[src/rtl/pxc_defs.svh]
// Offsets, field positions and reset values of the extended control register
`ifndef PXC_DEFS_SVH
`define PXC_DEFS_SVH

`define PXC_REG_OFFSET    5'h13
`define PXC_BIT_REPEATER  15
`define PXC_BIT_SW_MODE   14
`define PXC_BIT_RFAULT    13
`define PXC_BIT_RES12     12
`define PXC_BIT_RES11     11
`define PXC_BIT_RES10     10
`define PXC_BIT_AUTO_EN   9
`define PXC_BIT_PAIR_SEL  8
`define PXC_BIT_HIGH_Z    7
`define PXC_BIT_RES_HI    6
`define PXC_BIT_RES_LO    1
`define PXC_BIT_AUTO_PD   0
`define PXC_RST_AUTO_EN   1'h1
`define PXC_RST_PAIR_SEL  1'h0
`define PXC_RST_HIGH_Z    1'h0
`define PXC_RST_AUTO_PD   1'h1
`define PXC_RST_RES_RW    8'h00
`define PXC_VAL_REPEATER  1'h0
`define PXC_VAL_SW_MODE   1'h1
`define PXC_VAL_RES_RO    1'h0

`endif

[src/rtl/pxc_pkg.sv]
// Types of the extended control register block
`default_nettype none
package pxc_pkg;
	typedef logic [15:0] pxc_word_t;
	typedef logic [4:0]  pxc_addr_t;
	typedef enum logic {PXC_STRAIGHT, PXC_CROSS} pxc_pairing_t;
endpackage
`default_nettype wire

[src/rtl/pxc_xover_if.sv]
// Crossover control bundle between register bank and pairing selector
`default_nettype none
interface pxc_xover_if;
	import pxc_pkg::*;
	logic         auto_en;
	logic         pair_sel;
	logic         pin_en;
	logic         detect_cross;
	pxc_pairing_t pairing;
	modport ctrl (output auto_en, output pair_sel, output pin_en, output detect_cross,
		input pairing);
	modport sel  (input auto_en, input pair_sel, input pin_en, input detect_cross,
		output pairing);
endinterface
`default_nettype wire

[src/rtl/pxc_ext_ctrl.sv]
// Extended control register two: modes, remote fault, crossover, high-z, auto power-down
`default_nettype none
`include "pxc_defs.svh"
module pxc_ext_ctrl
	import pxc_pkg::*;
(
	input  wire logic      clk_i,
	input  wire logic      sys_rst_i,
	input  wire pxc_addr_t reg_addr_i,
	input  wire logic      reg_wr_i,
	input  wire pxc_word_t reg_wdata_i,
	input  wire logic      reg_rd_i,
	output var  pxc_word_t reg_rdata_o,
	output var  logic      reg_rvalid_o,
	input  wire logic      remote_fault_i,
	input  wire logic      tx_active_i,
	input  wire logic      rx_active_i,
	input  wire logic      sqe_inhibit_i,
	input  wire logic      link_10_i,
	input  wire logic      cross_detect_i,
	input  wire logic      auto_crossover_enable_i,
	input  wire logic      line_transmit_positive_i,
	input  wire logic      line_transmit_negative_i,
	input  wire logic      pair_a_positive_i,
	input  wire logic      pair_a_negative_i,
	input  wire logic      pair_b_positive_i,
	input  wire logic      pair_b_negative_i,
	output var  logic      pair_a_positive_o,
	output var  logic      pair_a_negative_o,
	output var  logic      pair_a_oe_n_o,
	output var  logic      pair_b_positive_o,
	output var  logic      pair_b_negative_o,
	output var  logic      pair_b_oe_n_o,
	output var  logic      line_receive_positive_o,
	output var  logic      line_receive_negative_o,
	output var  logic      crs_o,
	output var  logic      sqe_test_en_o,
	output var  logic      tx100_power_down_o,
	output var  pxc_pairing_t pairing_o
);
	logic       auto_crossover_enable;
	logic       forced_pair_select;
	logic       line_driver_high_z;
	logic       auto_power_down;
	logic       res12;
	logic       res11;
	logic [5:0] res_lo;
	logic       pin_meta;
	logic       pin_sync;
	logic [3:0] rx_meta;
	logic [3:0] rx_sync;

	wire logic      hit;
	wire logic      wr_hit;
	wire pxc_word_t read_word;
	wire logic      drive_a;
	wire logic      drive_b;
	wire logic      next_crs;
	wire logic      next_pd;

	pxc_xover_if xo ();

	assign hit    = reg_addr_i == `PXC_REG_OFFSET;
	assign wr_hit = reg_wr_i && hit;

	// Reserved bits 12, 11 and 6:1 are stored as written, bit 10 always reads zero; the writer keeps them at default
	assign read_word = {`PXC_VAL_REPEATER,
		`PXC_VAL_SW_MODE,
		remote_fault_i,
		res12, res11, `PXC_VAL_RES_RO,
		auto_crossover_enable, forced_pair_select, line_driver_high_z,
		res_lo, auto_power_down};

	always_ff @(posedge clk_i or posedge sys_rst_i) begin
		if (sys_rst_i) begin
			auto_crossover_enable <= `PXC_RST_AUTO_EN;
			forced_pair_select    <= `PXC_RST_PAIR_SEL;
			line_driver_high_z    <= `PXC_RST_HIGH_Z;
			auto_power_down       <= `PXC_RST_AUTO_PD;
			{res12, res11, res_lo} <= `PXC_RST_RES_RW;
		end else if (wr_hit) begin
			auto_crossover_enable <= reg_wdata_i[`PXC_BIT_AUTO_EN];
			forced_pair_select    <= reg_wdata_i[`PXC_BIT_PAIR_SEL];
			line_driver_high_z    <= reg_wdata_i[`PXC_BIT_HIGH_Z];
			auto_power_down       <= reg_wdata_i[`PXC_BIT_AUTO_PD];
			res12  <= reg_wdata_i[`PXC_BIT_RES12];
			res11  <= reg_wdata_i[`PXC_BIT_RES11];
			res_lo <= reg_wdata_i[`PXC_BIT_RES_HI:`PXC_BIT_RES_LO];
		end
	end

	always_ff @(posedge clk_i or posedge sys_rst_i) begin
		if (sys_rst_i) begin
			reg_rdata_o  <= 16'h0000;
			reg_rvalid_o <= 1'h0;
		end else begin
			reg_rvalid_o <= reg_rd_i && hit;
			reg_rdata_o  <= (reg_rd_i && hit) ? read_word : 16'h0000;
		end
	end

	// Pin idles high through its pull-up, so reset loads one
	always_ff @(posedge clk_i or posedge sys_rst_i) begin
		if (sys_rst_i) begin
			pin_meta <= 1'h1;
			pin_sync <= 1'h1;
			rx_meta  <= 4'h0;
			rx_sync  <= 4'h0;
		end else begin
			pin_meta <= auto_crossover_enable_i;
			pin_sync <= pin_meta;
			rx_meta  <= {pair_a_positive_i, pair_a_negative_i, pair_b_positive_i,
				pair_b_negative_i};
			rx_sync  <= rx_meta;
		end
	end

	assign xo.auto_en      = auto_crossover_enable;
	assign xo.pair_sel     = forced_pair_select;
	assign xo.pin_en       = pin_sync;
	assign xo.detect_cross = cross_detect_i;

	pxc_xover_sel u_sel (
		.clk_i     (clk_i),
		.sys_rst_i (sys_rst_i),
		.xo        (xo.sel)
	);

	assign drive_a  = (xo.pairing == PXC_STRAIGHT) && !line_driver_high_z;
	assign drive_b  = (xo.pairing == PXC_CROSS) && !line_driver_high_z;
	assign next_crs = tx_active_i || rx_active_i;
	assign next_pd  = auto_power_down && link_10_i;

	always_ff @(posedge clk_i or posedge sys_rst_i) begin
		if (sys_rst_i) begin
			pair_a_positive_o       <= 1'h0;
			pair_a_negative_o       <= 1'h0;
			pair_a_oe_n_o           <= 1'h1;
			pair_b_positive_o       <= 1'h0;
			pair_b_negative_o       <= 1'h0;
			pair_b_oe_n_o           <= 1'h1;
			line_receive_positive_o <= 1'h0;
			line_receive_negative_o <= 1'h0;
			crs_o                   <= 1'h0;
			sqe_test_en_o           <= 1'h1;
			tx100_power_down_o      <= 1'h0;
			pairing_o               <= PXC_STRAIGHT;
		end else begin
			pair_a_positive_o <= drive_a && line_transmit_positive_i;
			pair_a_negative_o <= drive_a && line_transmit_negative_i;
			pair_a_oe_n_o     <= !drive_a;
			pair_b_positive_o <= drive_b && line_transmit_positive_i;
			pair_b_negative_o <= drive_b && line_transmit_negative_i;
			pair_b_oe_n_o     <= !drive_b;
			line_receive_positive_o <= (xo.pairing == PXC_CROSS) ? rx_sync[3] : rx_sync[1];
			line_receive_negative_o <= (xo.pairing == PXC_CROSS) ? rx_sync[2] : rx_sync[0];
			crs_o              <= next_crs;
			sqe_test_en_o      <= !sqe_inhibit_i;
			tx100_power_down_o <= next_pd;
			pairing_o          <= xo.pairing;
		end
	end
endmodule
`default_nettype wire

[src/rtl/pxc_xover_sel.sv]
// Pairing selector: forced, pin-disabled or automatic crossover
`default_nettype none
module pxc_xover_sel
	import pxc_pkg::*;
(
	input  wire logic clk_i,
	input  wire logic sys_rst_i,
	pxc_xover_if.sel  xo
);
	wire logic   forced_mode;
	wire logic   pin_disabled;
	pxc_pairing_t next_pairing;

	assign forced_mode  = !xo.auto_en;
	assign pin_disabled = xo.auto_en && !xo.pin_en;

	always_comb begin
		if (forced_mode) begin
			next_pairing = xo.pair_sel ? PXC_CROSS : PXC_STRAIGHT;
		end else if (pin_disabled) begin
			next_pairing = PXC_STRAIGHT;
		end else begin
			next_pairing = xo.detect_cross ? PXC_CROSS : PXC_STRAIGHT;
		end
	end

	always_ff @(posedge clk_i or posedge sys_rst_i) begin
		if (sys_rst_i) begin
			xo.pairing <= PXC_STRAIGHT;
		end else begin
			xo.pairing <= next_pairing;
		end
	end
endmodule
`default_nettype wire

[config.mk]
export PLATFORM = sky130hd
export DESIGN_NAME = pxc_ext_ctrl
export DESIGN_NICKNAME = d
export VERILOG_FILES = /design/src/rtl/pxc_pkg.sv /design/src/rtl/pxc_xover_if.sv /design/src/rtl/pxc_ext_ctrl.sv /design/src/rtl/pxc_xover_sel.sv
export VERILOG_INCLUDE_DIRS = /design/src /design/src/rtl
export SDC_FILE = /design/constraint.sdc
export NUM_CORES = 1
export LEC_CHECK = 0
export BUFFER_PORTS_ARGS = -buffer_cell sky130_fd_sc_hd__clkbuf_2
export CAP_MARGIN = 20
export CORE_MARGIN = 5
export CORE_UTILIZATION = 46
export CTS_BUF_LIST = sky130_fd_sc_hd__clkbuf_16
export CTS_CLUSTER_SIZE = 24
export DETAILED_ROUTE_END_ITERATION = 7
export PLACE_DENSITY = 0.77
export SETUP_SLACK_MARGIN = 0.1
export SYNTH_ARGS = -nofsm -noshare
export SYNTH_HDL_FRONTEND = slang
export SYNTH_SLANG_ARGS = --single-unit
[constraint.sdc]
create_clock -name clk_i -period 1.8 [get_ports clk_i]
set_clock_uncertainty 0.15 [all_clocks]
set_input_delay 0.27 -clock clk_i [delete_from_list [all_inputs] [get_ports clk_i]]
set_output_delay 0.27 -clock clk_i [all_outputs]
set_load 0.01 [all_outputs]
==> results of run 1 <==
==> Yosys cell counts, drive strengths merged <==
| master | n |
|---|---|
| and2 | 14 |
| buf | 5 |
| conb | 1 |
| dfrtp | 42 |
| dfstp | 7 |
| inv | 5 |
| mux2 | 14 |
| nand2 | 3 |
| nand2b | 1 |
| nand3 | 1 |
| nor2 | 4 |
| nor4 | 2 |
| o21ai | 1 |
| or2 | 2 |
==> cell families after synthesis <==
kind of cell | share of synthesized area [%]
other | 0.2300
AND/OR/NAND/NOR | 10.51
flip-flops | 75.75
buffers and inverters | 3.530
AO/OA/AOI/OAI | 0.3067
multiplexers | 9.670
==> repair_timing <==
action                                  CTS  global route
resized for setup                         0             0
endpoints found under the setup margin    0             0
endpoints found under the hold margin    48             0
hold buffers                              7             0
==> metal layers <==
metal  vias to the layer above  share of wire (%)  global-route usage, %
li1                        462                  -                      -
met1                       447                 40                  14.04
met2                        48                 48                  20.66
met3                         4                 10                  6.957
met4                         0                1.6                  6.291
met5                         -                  0                      0
==> cell type report <==
type                    count  area share (%)
clock buffers               5           5.701
clock inverters             3          0.5131
inverters                   5          0.8552
multi-input cells          44           15.56
flip-flops and latches     49           56.27
well taps                  46           2.623
repair buffers             70           18.47
==> power by group <==
| group | total, mW | switching, mW | internal [mW] | leakage (nW) |
|---|---|---|---|---|
| combinational | 0.244 | 0.112 | 0.132 | 0.467 |
| clock | 0.839 | 0.340 | 0.499 | 0.0738 |
| sequential | 1.28 | 0.0477 | 1.23 | 0.615 |
| total | 2.36 | 0.499 | 1.86 | 1.16 |
==> worst register-to-register path: stages, from the launching register on <==
cell and delay [ns]:
dfrtp_1 0.42, or2_2 0.32, nor2_1 0.10
==> state kept, by name (all words and copies together), names as in the netlist, 4 cells and up <==
name	count
reg_rdata_o	14
res_lo	6
rx_meta	4
rx_sync	4
==> worst max path at each step <==
stage	start	slack, ns	to	depth (start not counted)
after global routing	reg_addr_i[3]	0.37	res_lo[5]$_DFFE_PP0P_	4
after global placement	reg_addr_i[3]	0.18	res_lo[4]$_DFFE_PP0P_	4
after floorplan	sys_rst_i	0.22	crs_o$_DFF_PP0_	1
final	reg_addr_i[4]	0.42	res_lo[1]$_DFFE_PP0P_	5
after detailed placement	reg_addr_i[4]	0.13	res_lo[1]$_DFFE_PP0P_	5
after CTS	reg_addr_i[4]	0.41	res_lo[1]$_DFFE_PP0P_	5
==> metrics.cfg, run 1 <==
[status]
status = completed

[final_layout]
syn2layout_area_growth_pct = 34.61
antenna_cells = 0
nNetsFinal = 213
drive_gt1_share_pct = 53.41
final_cells = 222
fin_util_pct = 64.75
multi_input_area_um2 = 341.6
nFillCells = 257
layout_commonest_cell = clkbuf_2
mostFrequentLayoutCells = clkbuf_2 (60), dfrtp_1 (42), mux2_2 (14), and2_1 (14)
final_area_mm2 = 0.002195
regArea_mm2 = 0.001235

[floorplan]
start_util_pct = 48.10
core_region_area_mm2 = 0.003390
die_w_um = 69.53
die_area_mm2 = 0.004834
ios = 67
die_h_um = 69.53
rows = 21

[worst_setup_path]
r2r_cells = 2
critPathSlowestCell = mux2_2
crit_chain = clkbuf_2, nand2_1, nor4_4, buf_4, mux2_2
r2r_end = pair_a_negative_o$_DFF_PP0_
worst-setup-path-type = in2reg
timing.rr.start = u_sel.xo.pairing$_DFF_PP0_
cp_max_fo = 9
rrSetupSlack_ns = 0.75
worstSetupStartpointType = input port
critical-path-max-stage-delay_ns = 0.35
crit_buf_inv = 2
worstPathRequired_ns = 1.81
cp_data_arrival_time_ns = 1.39
end_kind = register
cp_top_family = simple AND/OR/NAND/NOR gates

[power]
power_density_mw_per_mm2 = 1076
total_power_mw = 2.361
peakVddDrop_mv = 0.5545
power_leakage_nw = 1.156

[placement]
placed_area_mm2 = 0.001988
io_buffer_count = 60
place_ws_ns = 0.1266
gp_congestion = 0.7286
dp.cells = 207

[grt]
grt_start_max_net_pins = 50
grt_pass1_wl_um = 4809
grt_remaining_overflow = 0
first_global_vias = 1065
grt_usage_pct = 12.97
grt_antenna_before_repair = 0

[logic_synthesis]
synth_area_leaders = dfrtp_1 (64%), dfstp_2 (11%), mux2_2 (9.7%)
synth_largest_area_cell = dfrtp_1
seq_area_frac_synth_pct = 75.75
synthesis.instances = 102
synthesis.area_mm2 = 0.001630
yosys_warnings = 0
synth_top_area_share_pct = 64.47
synthDistinctLibCells = 17
synth-seq-cells = 49
avgSynthCellArea_um2 = 15.98

[detailed_routing]
num_vias = 961
antenna_left = 0
via_per_inst = 4.329
drtPass1Iterations = 4
wl_per_cell_um = 12.28
drc_errors = 0
wl_um = 2726
drtIter0Drc = 62

[clocking]
cts_buffer_depth = 2
cts.htree.levels = 2
clkSinkCount = 49
cts_buffers = 5
cts_tree = done
post-cts-setup-buffers = 0
cts-root-buf = clkbuf_16
clkLatencyLatePin_ns = 0.28
cts.clk_slew.worst_paths_ns = 0.06

[worst_hold_path]
hp-class = in2reg
min_to = crs_o$_DFF_PP0_
hold_depth = 2
hp-start = tx_active_i

[sta]
finalSetupViolCount = 0
rsz0062_at_grt = false
fmax_mhz = 725.6
post-route-period-util_pct = 76.57
min_period_ns = 1.378
hold_slack_ns = 0.03485
setup_slack_ns = 0.4218
setup_tns_ns = 0
finalMaxSlewViolations = 0
finalHoldViolCount = 0

[run]
cap_viol_max_count = 0

Note: power is estimated with default switching activity, not from simulation.
==> inputs of run 2 (changes only) <==
clock period = 1.3 ns   (was 1.8 ns; I/O delays follow)
==> metrics.cfg, run 2 (same netlist as run 1, synthesis figures left out) <==
[worst_setup_path]
crit_chain = buf_6
rrSetupSlack_ns = 0.23
cp_max_fo = 1
cp_data_arrival_time_ns = 0.91
end_kind = primary output
r2r_end = pair_a_negative_o$_DFF_PP0_
cp_top_family = flip-flops
r2r_cells = 2
worst-setup-path-type = reg2out
worstPathRequired_ns = 0.95
crit_buf_inv = 1
worstSetupStartpointType = register
critical-path-max-stage-delay_ns = 0.53
timing.rr.start = u_sel.xo.pairing$_DFF_PP0_
startpoint = sqe_test_en_o$_DFF_PP1_
critPathSlowestCell = dfstp_2

[worst_hold_path]
min_to = u_sel.xo.pairing$_DFF_PP0_
hp-start = cross_detect_i
hold_depth = 3
hp-class = in2reg

[power]
power_leakage_nw = 1.229
peakVddDrop_mv = 0.7928
power_density_mw_per_mm2 = 1416

[clocking]
cts_buffer_depth = 2
post-cts-setup-buffers = 0
cts.clk_slew.worst_paths_ns = 0.06
clkLatencyLatePin_ns = 0.28
cts.htree.levels = 2
cts_buffers = 5
cts-root-buf = clkbuf_16
cts_tree = done
clkSinkCount = 49

[final_layout]
regMostFlops = reg_rdata_o
final_area_mm2 = 0.002399
mostFrequentLayoutCells = clkbuf_2 (57), dfrtp_1 (42), dlygate4sd3_1 (22)
nFillCells = 232
antenna_cells = 0
drive_gt1_share_pct = 51.81
largestRegisters = reg_rdata_o x14, res_lo x6
layout_commonest_cell = clkbuf_2
largest_reg_flops = 14
fin_util_pct = 70.76
nNetsFinal = 230
syn2layout_area_growth_pct = 47.12

[sta]
setup_tns_ns = 0
post-route-period-util_pct = 96.29
finalHoldViolCount = 0
finalSetupViolCount = 0
fmax_mhz = 798.8
min_period_ns = 1.252
rsz0062_at_grt = true
finalMaxSlewViolations = 0

[detailed_routing]
antenna_left = 0
drtIter0Drc = 39
wl_um = 2946
drtPass1Iterations = 4
wl_per_cell_um = 12.33
drc_errors = 0
via_per_inst = 4.285
num_vias = 1024

[status]
status = completed

[placement]
gp_congestion = 0.7331
placed_area_mm2 = 0.002013
io_buffer_count = 60
hpwl_um = 2052

[floorplan]
die_area_mm2 = 0.004834
die_h_um = 69.53
rows = 21
die_w_um = 69.53
start_util_pct = 48.10
ios = 67
core_region_area_mm2 = 0.003390

[grt]
grt_antenna_before_repair = 0
first_global_vias = 1132
grt_usage_pct = 13.65
grt_pass1_wl_um = 5092
grt_start_max_net_pins = 38
grt_remaining_overflow = 0

[run]
cap_viol_max_count = 0

-- run 2: cell count changes in the layout (fill, tap and decap cells not counted), sizes merged --
cell / delta
dlygate4sd3: +15
clkinv: +1
clkbuf: -3
buf: +5
inv: -3
clkinvlp: +2
-- run 2: how the worst max path moves through the flow --
stage,endpoint,slack [ns],cells after the start
global route,sqe_test_en_o,0.03,1
global placement,res_lo[4]$_DFFE_PP0P_,-0.12,4
finish,sqe_test_en_o,0.05,1
floorplan,forced_pair_select$_DFFE_PP0P_,0.006,3
CTS,sqe_test_en_o,0.02,1
detailed placement,res_lo[3]$_DFFE_PP0P_,-0.16,4
-- run 2: stage by stage --
step | cells | hold WS, ns | setup WS, ns | power, mW
2_1_floorplan | 103 | 0.04948 | 0.005736 | 1.973
3_3_place_gp | 209 | -0.0005824 | -0.1169 | 2.111
3_5_place_dp | 209 | 0.01088 | -0.1563 | 2.137
4_1_cts | 238 | 0.005405 | 0.02102 | 3.406
5_1_grt | 239 | 0.009837 | 0.02870 | 3.547
6_report | 239 | 0.006055 | 0.04818 | 3.396
-- run 2: layout make-up --
type | count | area, um2 | share of cell area, %
Sequential cell | 49 | 1235 | 51.49
Timing Repair Buffer | 87 | 593.1 | 24.73
Multi-Input combinational cell | 44 | 347.8 | 14.50
Clock buffer | 5 | 125.1 | 5.216
Tap cell | 46 | 57.56 | 2.400
Inverter | 5 | 22.52 | 0.9390
Clock inverter | 3 | 17.52 | 0.7303
-- run 2: where the power goes --
group          switching [mW]  internal (mW)  leakage, nW
combinational           0.163          0.238        0.545
clock                   0.514          0.704       0.0696
sequential             0.0728           1.70        0.615
total                   0.749           2.65         1.23
-- run 2: repair_timing --
action | 4_1_cts | 5_1_grt
endpoints found under the hold margin | 33 | 1
hold buffers | 21 | 1
pin swaps | 0 | 0
gates resized for setup | 0 | 7
cloned | 0 | 0
setup endpoints to repair | 3 | 5
-- run 2: layer usage --
metal  share of wire (%)  wire length [um]  vias up  GRT usage [%]
li1                    -                 -      494              -
met1                  39              1145      474          14.35
met2                  50              1482       49          22.99
met3                 9.4               276        7          6.377
met4                 1.4                42        0          6.508
met5                   0                 0        -              0
==> inputs of run 3 (changes only) <==
REMOVE_ABC_BUFFERS = 1   (was not set)
==> metrics.cfg, run 3 (same netlist as run 1, synthesis figures left out) <==
[status]
status = completed

[clocking]
cts.clk_slew.worst_paths_ns = 0.06
cts.htree.levels = 2
cts_buffer_depth = 2
cts-root-buf = clkbuf_16
cts_buffers = 5
clkSinkCount = 49
clkLatencyLatePin_ns = 0.28
cts_tree = done

[floorplan]
die_area_mm2 = 0.004834
start_util_pct = 48.10
die_w_um = 69.53
rows = 21
core_region_area_mm2 = 0.003390
die_h_um = 69.53
ios = 67

[final_layout]
drive_gt1_share_pct = 51.30
mostFrequentLayoutCells = clkbuf_2 (57), dfrtp_1 (42), dlygate4sd3_1 (19)
syn2layout_area_growth_pct = 44.67
nNetsFinal = 230
multi_input_area_um2 = 341.6
largestRegisters = reg_rdata_o x14, res_lo x6
layout_commonest_cell = clkbuf_2
regArea_mm2 = 0.001235
antenna_cells = 0
fin_util_pct = 69.58
regMostFlops = reg_rdata_o
nFillCells = 244
largest_reg_flops = 14

[worst_setup_path]
cp_max_fo = 1
critPathSlowestCell = dfstp_2
cp_top_family = flip-flops
cp_data_arrival_time_ns = 0.90
worst-setup-path-type = reg2out
crit_chain = buf_6
timing.rr.start = u_sel.xo.pairing$_DFF_PP0_
end_kind = primary output
worstPathRequired_ns = 0.95
worstSetupStartpointType = register
critical-path-max-stage-delay_ns = 0.53
startpoint = pair_a_oe_n_o$_DFF_PP1_
crit_buf_inv = 1

[grt]
grt_remaining_overflow = 0
grt_usage_pct = 13.37
grt_pass1_wl_um = 5057
grt_start_max_net_pins = 30
first_global_vias = 1096
grt_antenna_before_repair = 0

[placement]
io_buffer_count = 60
hpwl_um = 2177
place_ws_ns = -0.1196
gp_congestion = 0.7302

[sta]
finalHoldViolCount = 0
rsz0062_at_grt = true
finalSetupViolCount = 0
hold_slack_ns = 0.003434
finalMaxSlewViolations = 0
min_period_ns = 1.247
post-route-period-util_pct = 95.95
setup_slack_ns = 0.05266
setup_tns_ns = 0
fmax_mhz = 801.7

[detailed_routing]
num_vias = 1032
antenna_left = 0
wl_um = 2967
via_per_inst = 4.318
wl_per_cell_um = 12.41
drtIter0Drc = 52
drtPass1Iterations = 4
drc_errors = 0

[worst_hold_path]
hp-class = in2reg
hp-start = reg_wdata_i[9]

[power]
power_density_mw_per_mm2 = 1415
total_power_mw = 3.338
peakVddDrop_mv = 0.9178
power_leakage_nw = 1.235

[run]
cap_viol_max_count = 0

-- run 3: final cells by class --
type / count / share of cell area, %
well taps: 46 / 2.440
flip-flops and latches: 49 / 52.36
multi-input cells: 44 / 14.48
repair buffers: 87 / 24.14
clock buffers: 5 / 5.305
inverters: 5 / 0.7958
clock inverters: 3 / 0.4775
-- run 3: path summary, 6_finish.rpt --
path	slack (ns)	endpoint	depth (start not counted)
worst max-delay path	0.05	pair_a_oe_n_o	1
worst min-delay path	0.003	auto_crossover_enable$_DFFE_PP1P_	2
worst max register to register	0.24	pair_a_negative_o$_DFF_PP0_	2
worst min register to register	0.20	rx_sync[3]$_DFF_PP0_	0
max in group asynchronous	0.33	pin_sync$_DFF_PP1_	4
min in group asynchronous	0.33	reg_rdata_o[11]$_DFF_PP0_	4
-- run 3: metrics by stage --
stage | std cells | cell area [um2]
finish | 239 | 2359
global route | 239 | 2359
CTS | 239 | 2340
detailed placement | 212 | 2013
global placement | 212 | 2013
floorplan | 98 | 1595
-- run 3: what timing repair did --
| action | 4_1_cts | 5_1_grt |
|---|---|---|
| hold buffers | 19 | 0 |
| resized for setup | 0 | 6 |
| buffers inserted | 0 | 0 |
| endpoints found under the setup margin | 3 | 3 |
| hold endpoints to repair | 61 | 0 |
-- run 3: layer usage --
metal  GRT usage [%]  wire length [um]  vias to the layer above
li1                -                 -                      497
met1           13.96              1094                      496
met2           23.73              1621                       35
met3           4.928               194                        4
met4           6.074                57                        0
met5               0                 0                        -
-- run 3: power breakdown --
group	total [mW]	leakage [nW]	internal, mW	switching [mW]
clock	1.17	0.0776	0.691	0.478
sequential	1.78	0.615	1.70	0.0738
combinational	0.390	0.542	0.230	0.160
